**src/pkg/cvrb_pkg.sv**
```systemverilog
/*
  Constants, field layouts and carrier types of the coil-voltage readback block.
  Assumes one 50 MHz system clock shared by the ADC averaging front end, the
  phase counter and the frame decoder that issues register reads.
*/
package cvrb_pkg;

  // ---------------------------------------------------------------------------
  // widths
  // ---------------------------------------------------------------------------
  localparam int unsigned CODE_W = 10;
  localparam int unsigned PHASE_W = 6;
  localparam int unsigned ADDR_W = 6;
  localparam int unsigned DATA_W = 16;
  localparam int unsigned RSVD_W = 5;
  localparam int unsigned NUM_SLOTS = 2;

  // ---------------------------------------------------------------------------
  // register map and field positions
  // ---------------------------------------------------------------------------
  localparam logic [ADDR_W-1:0] ADDR_CV90 = 6'h0a;
  localparam logic [ADDR_W-1:0] ADDR_CV180 = 6'h0b;
  localparam int unsigned FIELD_LSB = 1;
  localparam int unsigned FIELD_MSB = 10;
  localparam int unsigned RSVD_LSB = 11;
  localparam int unsigned PARITY_BIT = 0;
  localparam logic [CODE_W-1:0] RESULT_RST = 10'h000;
  localparam logic [DATA_W-1:0] DATA_NONE = 16'h0000;

  // ---------------------------------------------------------------------------
  // capture points and scaling
  // ---------------------------------------------------------------------------
  localparam logic [PHASE_W-1:0] PHASE_90 = 6'h10;
  localparam logic [PHASE_W-1:0] PHASE_180 = 6'h20;
  localparam int unsigned FULL_SCALE_MV = 28000;
  localparam logic [CODE_W-1:0] CODE_FS = 10'h3ff;

  // ---------------------------------------------------------------------------
  // averaging
  // ---------------------------------------------------------------------------
  localparam int unsigned AVG_LOG2 = 2;
  localparam int unsigned SUM_W = CODE_W + AVG_LOG2;
  localparam logic [AVG_LOG2:0] AVG_CNT = 3'h4;
  localparam logic [AVG_LOG2:0] CNT_ZERO = 3'h0;
  localparam logic [SUM_W-1:0] SUM_ZERO = 12'h000;

  // averaged measurement tagged with the step it belongs to
  typedef struct packed {
    logic [PHASE_W-1:0] phase;
    logic [CODE_W-1:0] code;
  } cvrb_meas_type;

  // read-back word layout
  typedef struct packed {
    logic [RSVD_W-1:0] rsvd;
    logic [CODE_W-1:0] value;
    logic parity;
  } cvrb_word_type;

  // odd parity over the fifteen upper bits
  function automatic logic cvrb_parity(input logic [DATA_W-1:1] bits);
    cvrb_parity = ~(^bits);
  endfunction

endpackage : cvrb_pkg

```
**src/cvrb_avg.sv**
```systemverilog
/*
  Per-step averager: sums a fixed number of ADC samples after each phase
  change and emits one tagged mean. Assumes ADC samples and phase counter
  come from logic on the same clock, so no synchroniser is needed.
*/
module cvrb_avg
  import cvrb_pkg::*;
(
  // clock, reset, enable
  input wire logic clk_i,
  input wire logic reset_n_i,
  input wire logic ce_i,
  // measurement input
  input wire logic samp_valid_i,
  input wire logic [CODE_W-1:0] samp_i,
  input wire logic [PHASE_W-1:0] phase_i,
  // averaged result
  output logic avg_valid_o,
  output cvrb_meas_type avg_o
);

  typedef enum logic [1:0] {
    ST_WAIT = 2'b01,
    ST_ACC = 2'b10
  } cvrb_avg_state_type;

  cvrb_avg_state_type state_q, state_d;
  logic [PHASE_W-1:0] phase_q, phase_d;
  logic [SUM_W-1:0] sum_q, sum_d;
  logic [AVG_LOG2:0] cnt_q, cnt_d;
  logic valid_q, valid_d;
  cvrb_meas_type avg_q, avg_d;

  // ---------------------------------------------------------------------------
  // next state: a phase change mid-average restarts it, so a mean never mixes steps
  // ---------------------------------------------------------------------------
  always_comb begin
    state_d = state_q;
    phase_d = phase_i;
    sum_d = sum_q;
    cnt_d = cnt_q;
    valid_d = 1'b0;
    avg_d = avg_q;
    if (phase_i != phase_q) begin
      state_d = ST_ACC;
      sum_d = SUM_ZERO;
      cnt_d = CNT_ZERO;
    end else begin
      unique case (state_q)
        ST_WAIT: begin
          state_d = ST_WAIT;
        end
        ST_ACC: begin
          if (samp_valid_i) begin
            sum_d = sum_q + SUM_W'(samp_i);
            cnt_d = cnt_q + 1'b1;
          end
          if (cnt_q == AVG_CNT) begin
            // mean is complete only now; partial sums never leave here
            valid_d = 1'b1;
            avg_d.phase = phase_q;
            avg_d.code = sum_q[SUM_W-1:AVG_LOG2];
            state_d = ST_WAIT;
          end
        end
      endcase
    end
  end

  // registers, frozen while the enable is low
  always_ff @(posedge clk_i or negedge reset_n_i) begin
    if (!reset_n_i) begin
      state_q <= ST_WAIT;
      phase_q <= '0;
      sum_q <= SUM_ZERO;
      cnt_q <= CNT_ZERO;
      valid_q <= 1'b0;
      avg_q <= '0;
    end else if (ce_i) begin
      state_q <= state_d;
      phase_q <= phase_d;
      sum_q <= sum_d;
      cnt_q <= cnt_d;
      valid_q <= valid_d;
      avg_q <= avg_d;
    end
  end

  assign avg_valid_o = valid_q;
  assign avg_o = avg_q;

endmodule // cvrb_avg

```
**src/cvrb_top.sv**
```systemverilog
/*
  Coil-voltage readback: holds the averaged 90 and 180 degree coil voltages
  and returns them on register reads. Assumes an upstream frame decoder on
  the same clock issues one-cycle read strobes and inserts the word into its
  reply; ADC and phase counter also run on this clock.
*/
// How it works
// - 90 degree result sits in bits 10..1, bits 15..11 zero, bit 0 parity.
// - 90 degree result loads the mean taken while phase counter is 16.
// - 180 degree result uses the same layout in its own register.
// - 180 degree result loads the mean taken while phase counter is 32.
// - code 1023 stands for 28 volts; ADC codes pass through unscaled.
// - 180 degree register sits at 0x0B, read-only, bits 15..1 reset zero.
module cvrb_top
  import cvrb_pkg::*;
(
  // clock, reset, enable
  input wire logic CLK_SYS_I,
  input wire logic RESET_N_I,
  input wire logic CE_I,
  // measurement front end
  input wire logic ADC_VALID_I,
  input wire logic [CODE_W-1:0] ADC_SAMPLE_I,
  input wire logic [PHASE_W-1:0] PHASE_CNT_I,
  // register read port
  input wire logic RD_STB_I,
  input wire logic [ADDR_W-1:0] RD_ADDR_I,
  output logic RD_ACK_O,
  output logic RD_HIT_O,
  output logic [DATA_W-1:0] RD_DATA_O
);

  // ---------------------------------------------------------------------------
  // declarations
  // ---------------------------------------------------------------------------
  localparam logic [PHASE_W-1:0] SLOT_PHASE [NUM_SLOTS] = '{PHASE_90, PHASE_180};

  logic avg_valid;
  cvrb_meas_type avg;
  logic [CODE_W-1:0] res_q [NUM_SLOTS];
  logic [CODE_W-1:0] res_d [NUM_SLOTS];
  logic ack_q, ack_d;
  logic hit_q, hit_d;
  logic [DATA_W-1:0] data_q, data_d;

  // slot index of a mapped address, and whether it is mapped at all
  function automatic logic addr_hit(input logic [ADDR_W-1:0] a);
    addr_hit = (a == ADDR_CV90) || (a == ADDR_CV180);
  endfunction

  function automatic logic addr_slot(input logic [ADDR_W-1:0] a);
    addr_slot = (a == ADDR_CV180);
  endfunction

  // assemble a read-back word with reserved bits zero and parity in bit 0
  function automatic logic [DATA_W-1:0] make_word(input logic [CODE_W-1:0] v);
    cvrb_word_type w;
    w.rsvd = '0;
    w.value = v;
    w.parity = 1'b0;
    w.parity = cvrb_parity(w[DATA_W-1:1]);
    make_word = w;
  endfunction

  // ---------------------------------------------------------------------------
  // averaging front end
  // ---------------------------------------------------------------------------
  cvrb_avg u_avg (
    .clk_i(CLK_SYS_I),
    .reset_n_i(RESET_N_I),
    .ce_i(CE_I),
    .samp_valid_i(ADC_VALID_I),
    .samp_i(ADC_SAMPLE_I),
    .phase_i(PHASE_CNT_I),
    .avg_valid_o(avg_valid),
    .avg_o(avg)
  );

  // ---------------------------------------------------------------------------
  // result registers
  // ---------------------------------------------------------------------------
  // the ADC already spans 0..28 V over the full code range, so no rescale
  // is done here; a gain trim would belong in the ADC, not the readback
  genvar g;
  generate
    for (g = 0; g < NUM_SLOTS; g++) begin : g_slot
      // load only on a finished mean for this slot's step
      always_comb begin
        res_d[g] = res_q[g];
        if (avg_valid && (avg.phase == SLOT_PHASE[g])) begin
          res_d[g] = avg.code;
        end
      end

      always_ff @(posedge CLK_SYS_I or negedge RESET_N_I) begin
        if (!RESET_N_I) begin
          res_q[g] <= RESULT_RST;
        end else if (CE_I) begin
          res_q[g] <= res_d[g];
        end
      end
    end
  endgenerate

  // ---------------------------------------------------------------------------
  // read port
  // ---------------------------------------------------------------------------
  // no write path exists: both words are read-only by construction
  always_comb begin
    ack_d = RD_STB_I;
    hit_d = 1'b0;
    data_d = DATA_NONE;
    if (RD_STB_I && addr_hit(RD_ADDR_I)) begin
      hit_d = 1'b1;
      data_d = make_word(res_q[addr_slot(RD_ADDR_I)]);
    end
  end

  // read answer registered one cycle after the strobe
  always_ff @(posedge CLK_SYS_I or negedge RESET_N_I) begin
    if (!RESET_N_I) begin
      ack_q <= 1'b0;
      hit_q <= 1'b0;
      data_q <= DATA_NONE;
    end else if (CE_I) begin
      ack_q <= ack_d;
      hit_q <= hit_d;
      data_q <= data_d;
    end
  end

  assign RD_ACK_O = ack_q & CE_I;
  assign RD_HIT_O = hit_q;
  assign RD_DATA_O = data_q;
endmodule // cvrb_top

```
**config.mk**
```make
export PLATFORM = sky130hd
export DESIGN_NAME = cvrb_top
export DESIGN_NICKNAME = d
export VERILOG_FILES = /design/src/pkg/cvrb_pkg.sv /design/src/cvrb_avg.sv /design/src/cvrb_top.sv
export SDC_FILE = /design/constraint.sdc
export NUM_CORES = 1
export LEC_CHECK = 0
export ABC_AREA = 1
export BUFFER_PORTS_ARGS = -buffer_cell sky130_fd_sc_hd__buf_2
export CORE_ASPECT_RATIO = 0.7
export CORE_MARGIN = 4
export CORE_UTILIZATION = 44
export CTS_CLUSTER_SIZE = 14
export DETAILED_ROUTE_END_ITERATION = 16
export GPL_ROUTABILITY_DRIVEN = 0
export MAX_ROUTING_LAYER = met4
export SLEW_MARGIN = 20
export SYNTH_ARGS = -nofsm -noshare
export SYNTH_HDL_FRONTEND = slang
export SYNTH_SLANG_ARGS = --single-unit
```
**constraint.sdc**
```tcl
create_clock -name CLK_SYS_I -period 5.2 [get_ports CLK_SYS_I]
set_clock_uncertainty 0.05 [all_clocks]
set_input_delay 1.04 -clock CLK_SYS_I [delete_from_list [all_inputs] [get_ports CLK_SYS_I]]
set_output_delay 1.04 -clock CLK_SYS_I [all_outputs]
set_load 0.005 [all_outputs]
```
== Yosys cells after proc, flatten, opt, wreduce, memory -nomap -nowiden ==
Index checks and enable logic that the tools add are counted.

* Add/sub/neg operators: 2
* Order comparisons: 1
* Equal/unequal tests: 9
* Muxes and demuxes: 17
* Bitwise gates (word level): 4
* Reduce and logical (&&, ||, !) cells: 12

{| class="wikitable"
|+ Operator list
! operator !! count
|-
| 12-bit two-way mux || 3
|-
| 10-bit two-way mux || 3
|-
| 15-bit XOR reduction || 1
|-
| 12-bit by 10-bit adder with 12-bit output || 1
|-
| 6-bit by 4-bit == test with 1-bit output, second input constant || 2
|-
| 11-bit two-way mux || 1
|-
| 3-bit two-way mux || 3
|-
| 6-bit by 5-bit == test with 1-bit output, second input constant || 1
|-
| 6-bit == test, second input constant || 1
|-
| 6-bit inequality test || 1
|-
| 2-bit AND reduction || 3
|-
| 1-bit two-way mux || 4
|-
| 2-bit two-way mux || 2
|-
| 2-bit case mux with 2 select lines || 1
|-
| 4-bit AND reduction || 1
|-
| 2-bit nonzero test || 2
|-
| 3-bit by 1-bit adder with 3-bit output, second input constant || 1
|-
| 3-bit == test, second input constant || 1
|-
| 1-bit logical AND || 3
|-
| 3-bit by 1-bit inequality test with 1-bit output, second input constant || 1
|-
| 3-bit AND reduction || 1
|-
| 2-bit by 1-bit == test with 1-bit output, second input constant || 1
|-
| 2-bit == test, second input constant || 1
|-
| 2-bit >= comparator, second input constant || 1
|-
| other kinds (4) || 5
|}

* Bits in registers: 78
* Input bits: 27
* Output and inout port bits: 18

== Longest topological paths before layout ==
Gate-level depths: netlist of the first run.

* Depth after elaboration: 8
* Depth in mapped cells: 15

== Modules after synthesis ==
Synthesis of the first run repeated with hierarchy kept, for this count alone.

* Cell total of the unflattened synthesis: 536
* Area total of the unflattened synthesis: 4126.5 um^2

{| class="wikitable"
|+ By module, submodules not included
! module !! times used !! cells an instance !! area an instance (um^2)
|-
| cvrb_avg || 1 || 291 || 2332.2
|-
| cvrb_top || 1 || 245 || 1794.2
|}

== Worst setup path after synthesis of the first run ==
OpenSTA, ideal clock, no wires.

* Path kind: input -> output
* Start: input port CE_I
* End: output port RD_ACK_O
* Arrival time: 1.621 ns
* Required time: 4.110 ns
* Slack: 2.489 ns
* Stages on the path: 4
* Cell sequence: buf_2 > clkbuf_1 > nand2_1 > inv_1

* Longest elaborated chain between the ends: 1

{| class="wikitable"
|+ Ends and longest elaborated chain
! what !! RTL line !! RTL
|-
| start, declared || cvrb_top.sv:20 || <nowiki>input wire logic CE_I,</nowiki>
|-
| 1-bit bitwise AND || cvrb_top.sv:132 || <nowiki>assign RD_ACK_O = ack_q & CE_I;</nowiki>
|-
| end, declared || cvrb_top.sv:28 || <nowiki>output logic RD_ACK_O,</nowiki>
|}

No other way between the ends.

== Final worst setup path of the first run ==
Ends and elaborated chain as after synthesis.

==> impl_metrics.py, run 1 <==
metrics = {
    "outcome": {
        "outcome": "finished, final reports clean",
    },
    "job": {
        "drv_cap": 0,
    },
    "pwr": {
        "switchingPower_uw": 295,
        "swShare": 0.242,
        "p_seq_frac": 0.475,
        "internal_power_uw": 924,
        "cellLeakagePower_uw": 0.00223,
        "clockPowerShare": 0.454,
        "peakVddDrop_mv": 0.208,
        "power_frac_comb": 0.071,
        "total_power_uw": 1220,
        "powerDensity_nw_per_um2": 276,
    },
    "setup_path": {
        "worst_ep_required_time_ps": 4110,
        "reg2reg_depth": 9,
        "crit_path_end": "RD_ACK_O",
        "crit_type": "input port to output pin",
        "path_max_fanout": 21,
        "critPathLaunchType": "input port",
        "worstPathArrival_ps": 1610,
        "cp-startpoint": "CE_I",
        "reg2reg_from": "u_avg.sum_q[0]$_DFFE_PN0P_",
        "endpoint_kind": "output pin",
        "r2r_slack_ps": 3250,
        "r2r_end": "u_avg.sum_q[10]$_DFFE_PN0P_",
    },
    "grt": {
        "antenna_found_initial": 0,
        "grt_pass1_wl_um": 14100,
        "grt_max_degree": 41,
        "grt_overflow": 0,
        "grt_pass1_vias": 3054,
        "grtUsageTotal": 0.172,
    },
    "route": {
        "dr.pass1.iters": 4,
        "drc": 0,
        "via_count": 3166,
        "wl_per_cell_um": 12.2,
        "wl_um": 8050,
        "drtAntennaViolNets": 0,
        "drt_iter0_markers": 190,
        "viasPerCell": 4.80,
    },
    "yosys": {
        "netlist_instances": 501,
        "async_flop_share": 1.00,
        "ys_top_cells_by_count": "nand2_1, dfrtp_1, inv_1, o21ai_0, nand3_1",
        "mappedNetlistArea_um2": 3930,
        "synth-edff-count": 0,
        "synth_cell_types": 35,
        "ys.warnings.count": 0,
        "yosys_register_bits": 73,
        "synth_top_area_frac": 0.458,
        "yosysMostFrequentCell": "nand2_1",
        "yosys.area.top_type": "dfrtp_1",
        "ys_seq_area_frac": 0.465,
        "ys_top_cells_by_area": "dfrtp_1, nand2_1, o21ai_0",
        "ys.flop_type": "dfrtp_1",
        "syn_area_per_cell_um2": 7.84,
    },
    "placement": {
        "io_buffer_count": 39,
        "dp_hpwl_um": 6030,
    },
    "die": {
        "core-area_um2": 8580,
        "dieArea_um2": 10500,
        "die_h_um": 87.1,
        "initial_core_util": 0.458,
        "ios": 45,
        "fp-row-count": 28,
        "dieWidth_um": 121,
    },
    "cts": {
        "clockBufferDepth": 2,
        "clock_latency_ps": 330,
        "holdBufCountCts": 0,
        "postCtsSetupRepairBufs": 0,
        "post_cts_resized": 0,
        "numClockSinks": 73,
        "path_clk_slew_ps": 50,
        "cts_tree": "done",
        "root_buffer": "clkbuf_16",
        "numCtsBuffers": 9,
        "htreeDepth": 3,
    },
    "timing": {
        "rsz0062_at_grt": "no",
        "hold_violations": 0,
        "slew_headroom": 0.393,
        "worst_slew_pin_slew_ps": 910,
        "tns_ps": 0,
        "min_period_over_period": 0.519,
        "drv_slew": 0,
        "final.min_clock_period_ps": 2700,
        "finalSetupViolations": 0,
        "max_freq_ghz": 0.370,
    },
    "worst_hold_path": {
        "min_path_type": "register to register",
    },
    "finish": {
        "final_nets": 575,
        "nFillCells": 839,
        "multi_input_area_um2": 1730,
        "area_growth_pct": 12.6,
        "layout.area.seq_um2": 1830,
        "drive_gt1_frac": 0.144,
        "diodes": 0,
    },
}
power groups by stage:
stage	clock [uW]	sequential (uW)	combinational [uW]
3_3_place_gp	0	589	85.3
2_1_floorplan	0	589	56.5
6_report	553	579	87.1
3_5_place_dp	0	589	88.0
4_1_cts	567	579	88.3
5_1_grt	588	580	100
layout by cell type, fill, tap and decap left out, types with 3 or more instances in the layout:
master,n
o21ai_0,55
buf_2,39
nand4_1,3
nand2_1,160
or2_2,4
dfrtp_1,72
o22ai_1,6
nand3b_1,5
clkbuf_16,9
nand2_2,8
nand3_1,26
ha_1,12
conb_1,5
clkinvlp_4,3
inv_1,65
o21ai_1,12
inv_2,3
nor2_1,13
a21oi_1,13
final cells by class:
cell class,instances,share of cell area
Clock inverter,5,0.00735
Tap cell,120,0.0339
Multi-Input combinational cell,343,0.390
Timing Repair Buffer,40,0.0458
Clock buffer,11,0.0526
Inverter,68,0.0577
Sequential cell,73,0.413
worst max-delay path: stages:
cell,delay (ps)
buf_2,330
nand2_1,90
inv_1,50
buf_2,100
how the worst min path moves through the flow:
stage | from | end | slack, ps | cells after the start
6_report | ack_q$_DFFE_PN0P_ | ack_q$_DFFE_PN0P_ | 420 | 2
2_1_floorplan | ack_q$_DFFE_PN0P_ | ack_q$_DFFE_PN0P_ | 390 | 2
4_1_cts | u_avg.state_q[1]$_DFFE_PN0P_ | u_avg.state_q[1]$_DFFE_PN0P_ | 420 | 2
5_1_grt | u_avg.state_q[1]$_DFFE_PN0P_ | u_avg.state_q[1]$_DFFE_PN0P_ | 460 | 2
3_5_place_dp | u_avg.state_q[1]$_DFFE_PN0P_ | u_avg.state_q[1]$_DFFE_PN0P_ | 410 | 2
3_3_place_gp | u_avg.state_q[1]$_DFFE_PN0P_ | u_avg.state_q[1]$_DFFE_PN0P_ | 410 | 2
flip-flops by register name, indices dropped and copies added (netlist names):
register and cells:
res_q 20, u_avg.avg_o 16, u_avg.sum_q 12, RD_DATA_O 11
u_avg.phase_q 6, u_avg.cnt_q 3, u_avg.state_q 2, RD_HIT_O 1
ack_q 1, u_avg.avg_valid_o 1
metal layers:
metal | vias to the layer above | GRT usage | routed length [um]
li1 | 1659 | - | -
met4 | 0 | 0.0545 | 72
met3 | 6 | 0.0435 | 353
met1 | 1446 | 0.237 | 4280
met5 | - | - | 0
met2 | 55 | 0.249 | 3340
cells by family (layout without fill, tap and decap cells):
kind of cell,after synthesis,after routing,synth area share
AO/OA/AOI/OAI,91,91,0.123
flip-flops,73,73,0.465
other,1,5,0.000954
buffers and inverters,89,124,0.0996
adder cells (fa/ha/maj),13,13,0.0433
XOR/XNOR,4,4,0.00892
AND/OR/NAND/NOR,230,230,0.259
per-stage QoR:
step                 util  cells  area (um2)  hold WS [ps]  worst slack [ps]
finish              0.516    660        4430           421              2500
global route        0.516    660        4430           459              2390
detailed placement  0.485    644        4160           408              2340
floorplan               -    505        3950           392              2490
global placement    0.485    644        4160           407              2420
CTS                 0.516    660        4430           424              2480
No activity file was read; power rests on OpenSTA's default activity.
==> run 2, diff against run 1 <==
PLACE_DENSITY = 0.65   (was not set)
clock period = 2.4 ns   (was 5.2 ns; I/O delays follow)
==> impl_metrics.py, run 2 (synthesis gave the netlist of run 1 again) <==
metrics = {
    "die": {
        "die_h_um": 87.1,
        "initial_core_util": 0.458,
        "ios": 45,
        "core-area_um2": 8580,
        "dieWidth_um": 121,
        "dieArea_um2": 10500,
        "fp-row-count": 28,
    },
    "setup_path": {
        "cpPeakStageDelay_ps": 430,
        "reg2reg_from": "u_avg.sum_q[0]$_DFFE_PN0P_",
        "worstPathArrival_ps": 2130,
        "cp_cell_sequence": "ha_1, fa_1, a21oi_1, nor2_1, nand2_1, nand3_1, nand3_1, nand2_1, a21oi_1",
        "worst-path-buf-inv": 0,
        "critPathLaunchType": "register",
        "reg2reg_depth": 9,
        "crit_family": "adder cells",
        "r2r_slack_ps": 480,
        "path_max_fanout": 3,
        "slowest_stage": "fa_1",
        "r2r_end": "u_avg.sum_q[10]$_DFFE_PN0P_",
        "worst_ep_required_time_ps": 2610,
        "cp-startpoint": "u_avg.sum_q[0]$_DFFE_PN0P_",
        "crit_cells": 9,
        "crit_type": "register to register",
        "endpoint_kind": "register",
    },
    "timing": {
        "min_period_over_period": 0.802,
        "rsz0062_at_grt": "no",
        "tns_ps": 0,
        "slew_headroom": 0.574,
        "drv_slew": 0,
        "max_freq_ghz": 0.520,
        "worst_slew_pin_slew_ps": 639,
        "finalSetupViolations": 0,
        "hold_violations": 0,
        "worst_slack_ps": 475,
        "final.min_clock_period_ps": 1920,
    },
    "outcome": {
        "outcome": "finished, final reports clean",
    },
    "job": {
        "drv_cap": 0,
    },
    "finish": {
        "final_nets": 580,
        "mostFrequentLayoutCells": "nand2_1, dfrtp_1, inv_1, o21ai_0, buf_2",
        "area_growth_pct": 15.3,
        "max_flop_register": "res_q",
        "nFillCells": 826,
        "layout_commonest_cell": "nand2_1",
        "drive_gt1_frac": 0.154,
        "stdcell_count": 665,
        "largest_reg_flops": 20,
        "diodes": 0,
    },
    "grt": {
        "grt_pass1_wl_um": 14400,
        "grt_overflow": 0,
        "antenna_found_initial": 0,
        "grt_max_degree": 34,
        "grtUsageTotal": 0.177,
        "grt_pass1_vias": 3153,
    },
    "cts": {
        "htreeDepth": 3,
        "holdBufCountCts": 0,
        "postCtsSetupRepairBufs": 0,
        "clockBufferDepth": 2,
        "numClockSinks": 73,
        "root_buffer": "clkbuf_16",
        "post_cts_resized": 0,
        "clock_latency_ps": 340,
        "path_clk_slew_ps": 60,
        "cts_tree": "done",
        "numCtsBuffers": 9,
    },
    "route": {
        "via_count": 3301,
        "drtAntennaViolNets": 0,
        "wl_per_cell_um": 12.7,
        "drc": 0,
        "drt_iter0_markers": 176,
        "viasPerCell": 4.96,
        "dr.pass1.iters": 5,
        "wl_um": 8420,
    },
    "worst_hold_path": {
        "min_path_type": "input port to async pin",
    },
    "pwr": {
        "p_seq_frac": 0.433,
        "swShare": 0.223,
        "switchingPower_uw": 645,
        "powerDensity_nw_per_um2": 639,
        "cellLeakagePower_uw": 0.00230,
        "peakVddDrop_mv": 0.268,
        "internal_power_uw": 2250,
        "clockPowerShare": 0.497,
        "power_frac_comb": 0.069,
    },
    "placement": {
        "place_ws_ps": 306,
        "io_buffer_count": 39,
        "dp_hpwl_um": 6280,
        "dpl.cell_count": 649,
    },
}
[run 2: stage by stage]
step	area [um2]	hold slack, ps	utilization	power, uW
2_1_floorplan	3950	134	-	1400
3_3_place_gp	4210	404	0.491	1470
3_5_place_dp	4210	410	0.491	1480
4_1_cts	4530	127	0.528	2920
5_1_grt	4530	160	0.528	3010
6_report	4530	110	0.528	2900
[run 2: worst max-delay path by stage]
stage / to
global route: u_avg.avg_o[13]$_DFFE_PN0P_
CTS: u_avg.avg_o[10]$_DFFE_PN0P_
global placement: u_avg.sum_q[10]$_DFFE_PN0P_
finish: u_avg.sum_q[10]$_DFFE_PN0P_
floorplan: u_avg.sum_q[10]$_DFFE_PN0P_
detailed placement: u_avg.sum_q[10]$_DFFE_PN0P_
[run 2: routing by layer]
metal  part of all wire  vias up  global-route usage
met1               0.50     1529               0.244
met2               0.44       85               0.263
met3              0.052       11              0.0409
li1                   -     1676                   -
met4              0.012        0              0.0535
met5                  0        -                   -
[run 2: cell type report]
| type | count | area, um2 | share of cell area |
|---|---|---|---|
| clock buffers | 11 | 243 | 0.0535 |
| clock inverters | 5 | 78.8 | 0.0174 |
| flip-flops and latches | 73 | 1830 | 0.403 |
| multi-input cells | 343 | 1730 | 0.381 |
| inverters | 68 | 255 | 0.0563 |
| well taps | 120 | 150 | 0.0331 |
| repair buffers | 45 | 253 | 0.0558 |
[run 2: power groups by stage]
stage | clock network (uW) | registers [uW] | logic [uW]
final | 1440 | 1260 | 201
after global routing | 1530 | 1260 | 228
after CTS | 1460 | 1260 | 202
after detailed placement | 0 | 1280 | 201
after global placement | 0 | 1280 | 196
after floorplan | 0 | 1280 | 122
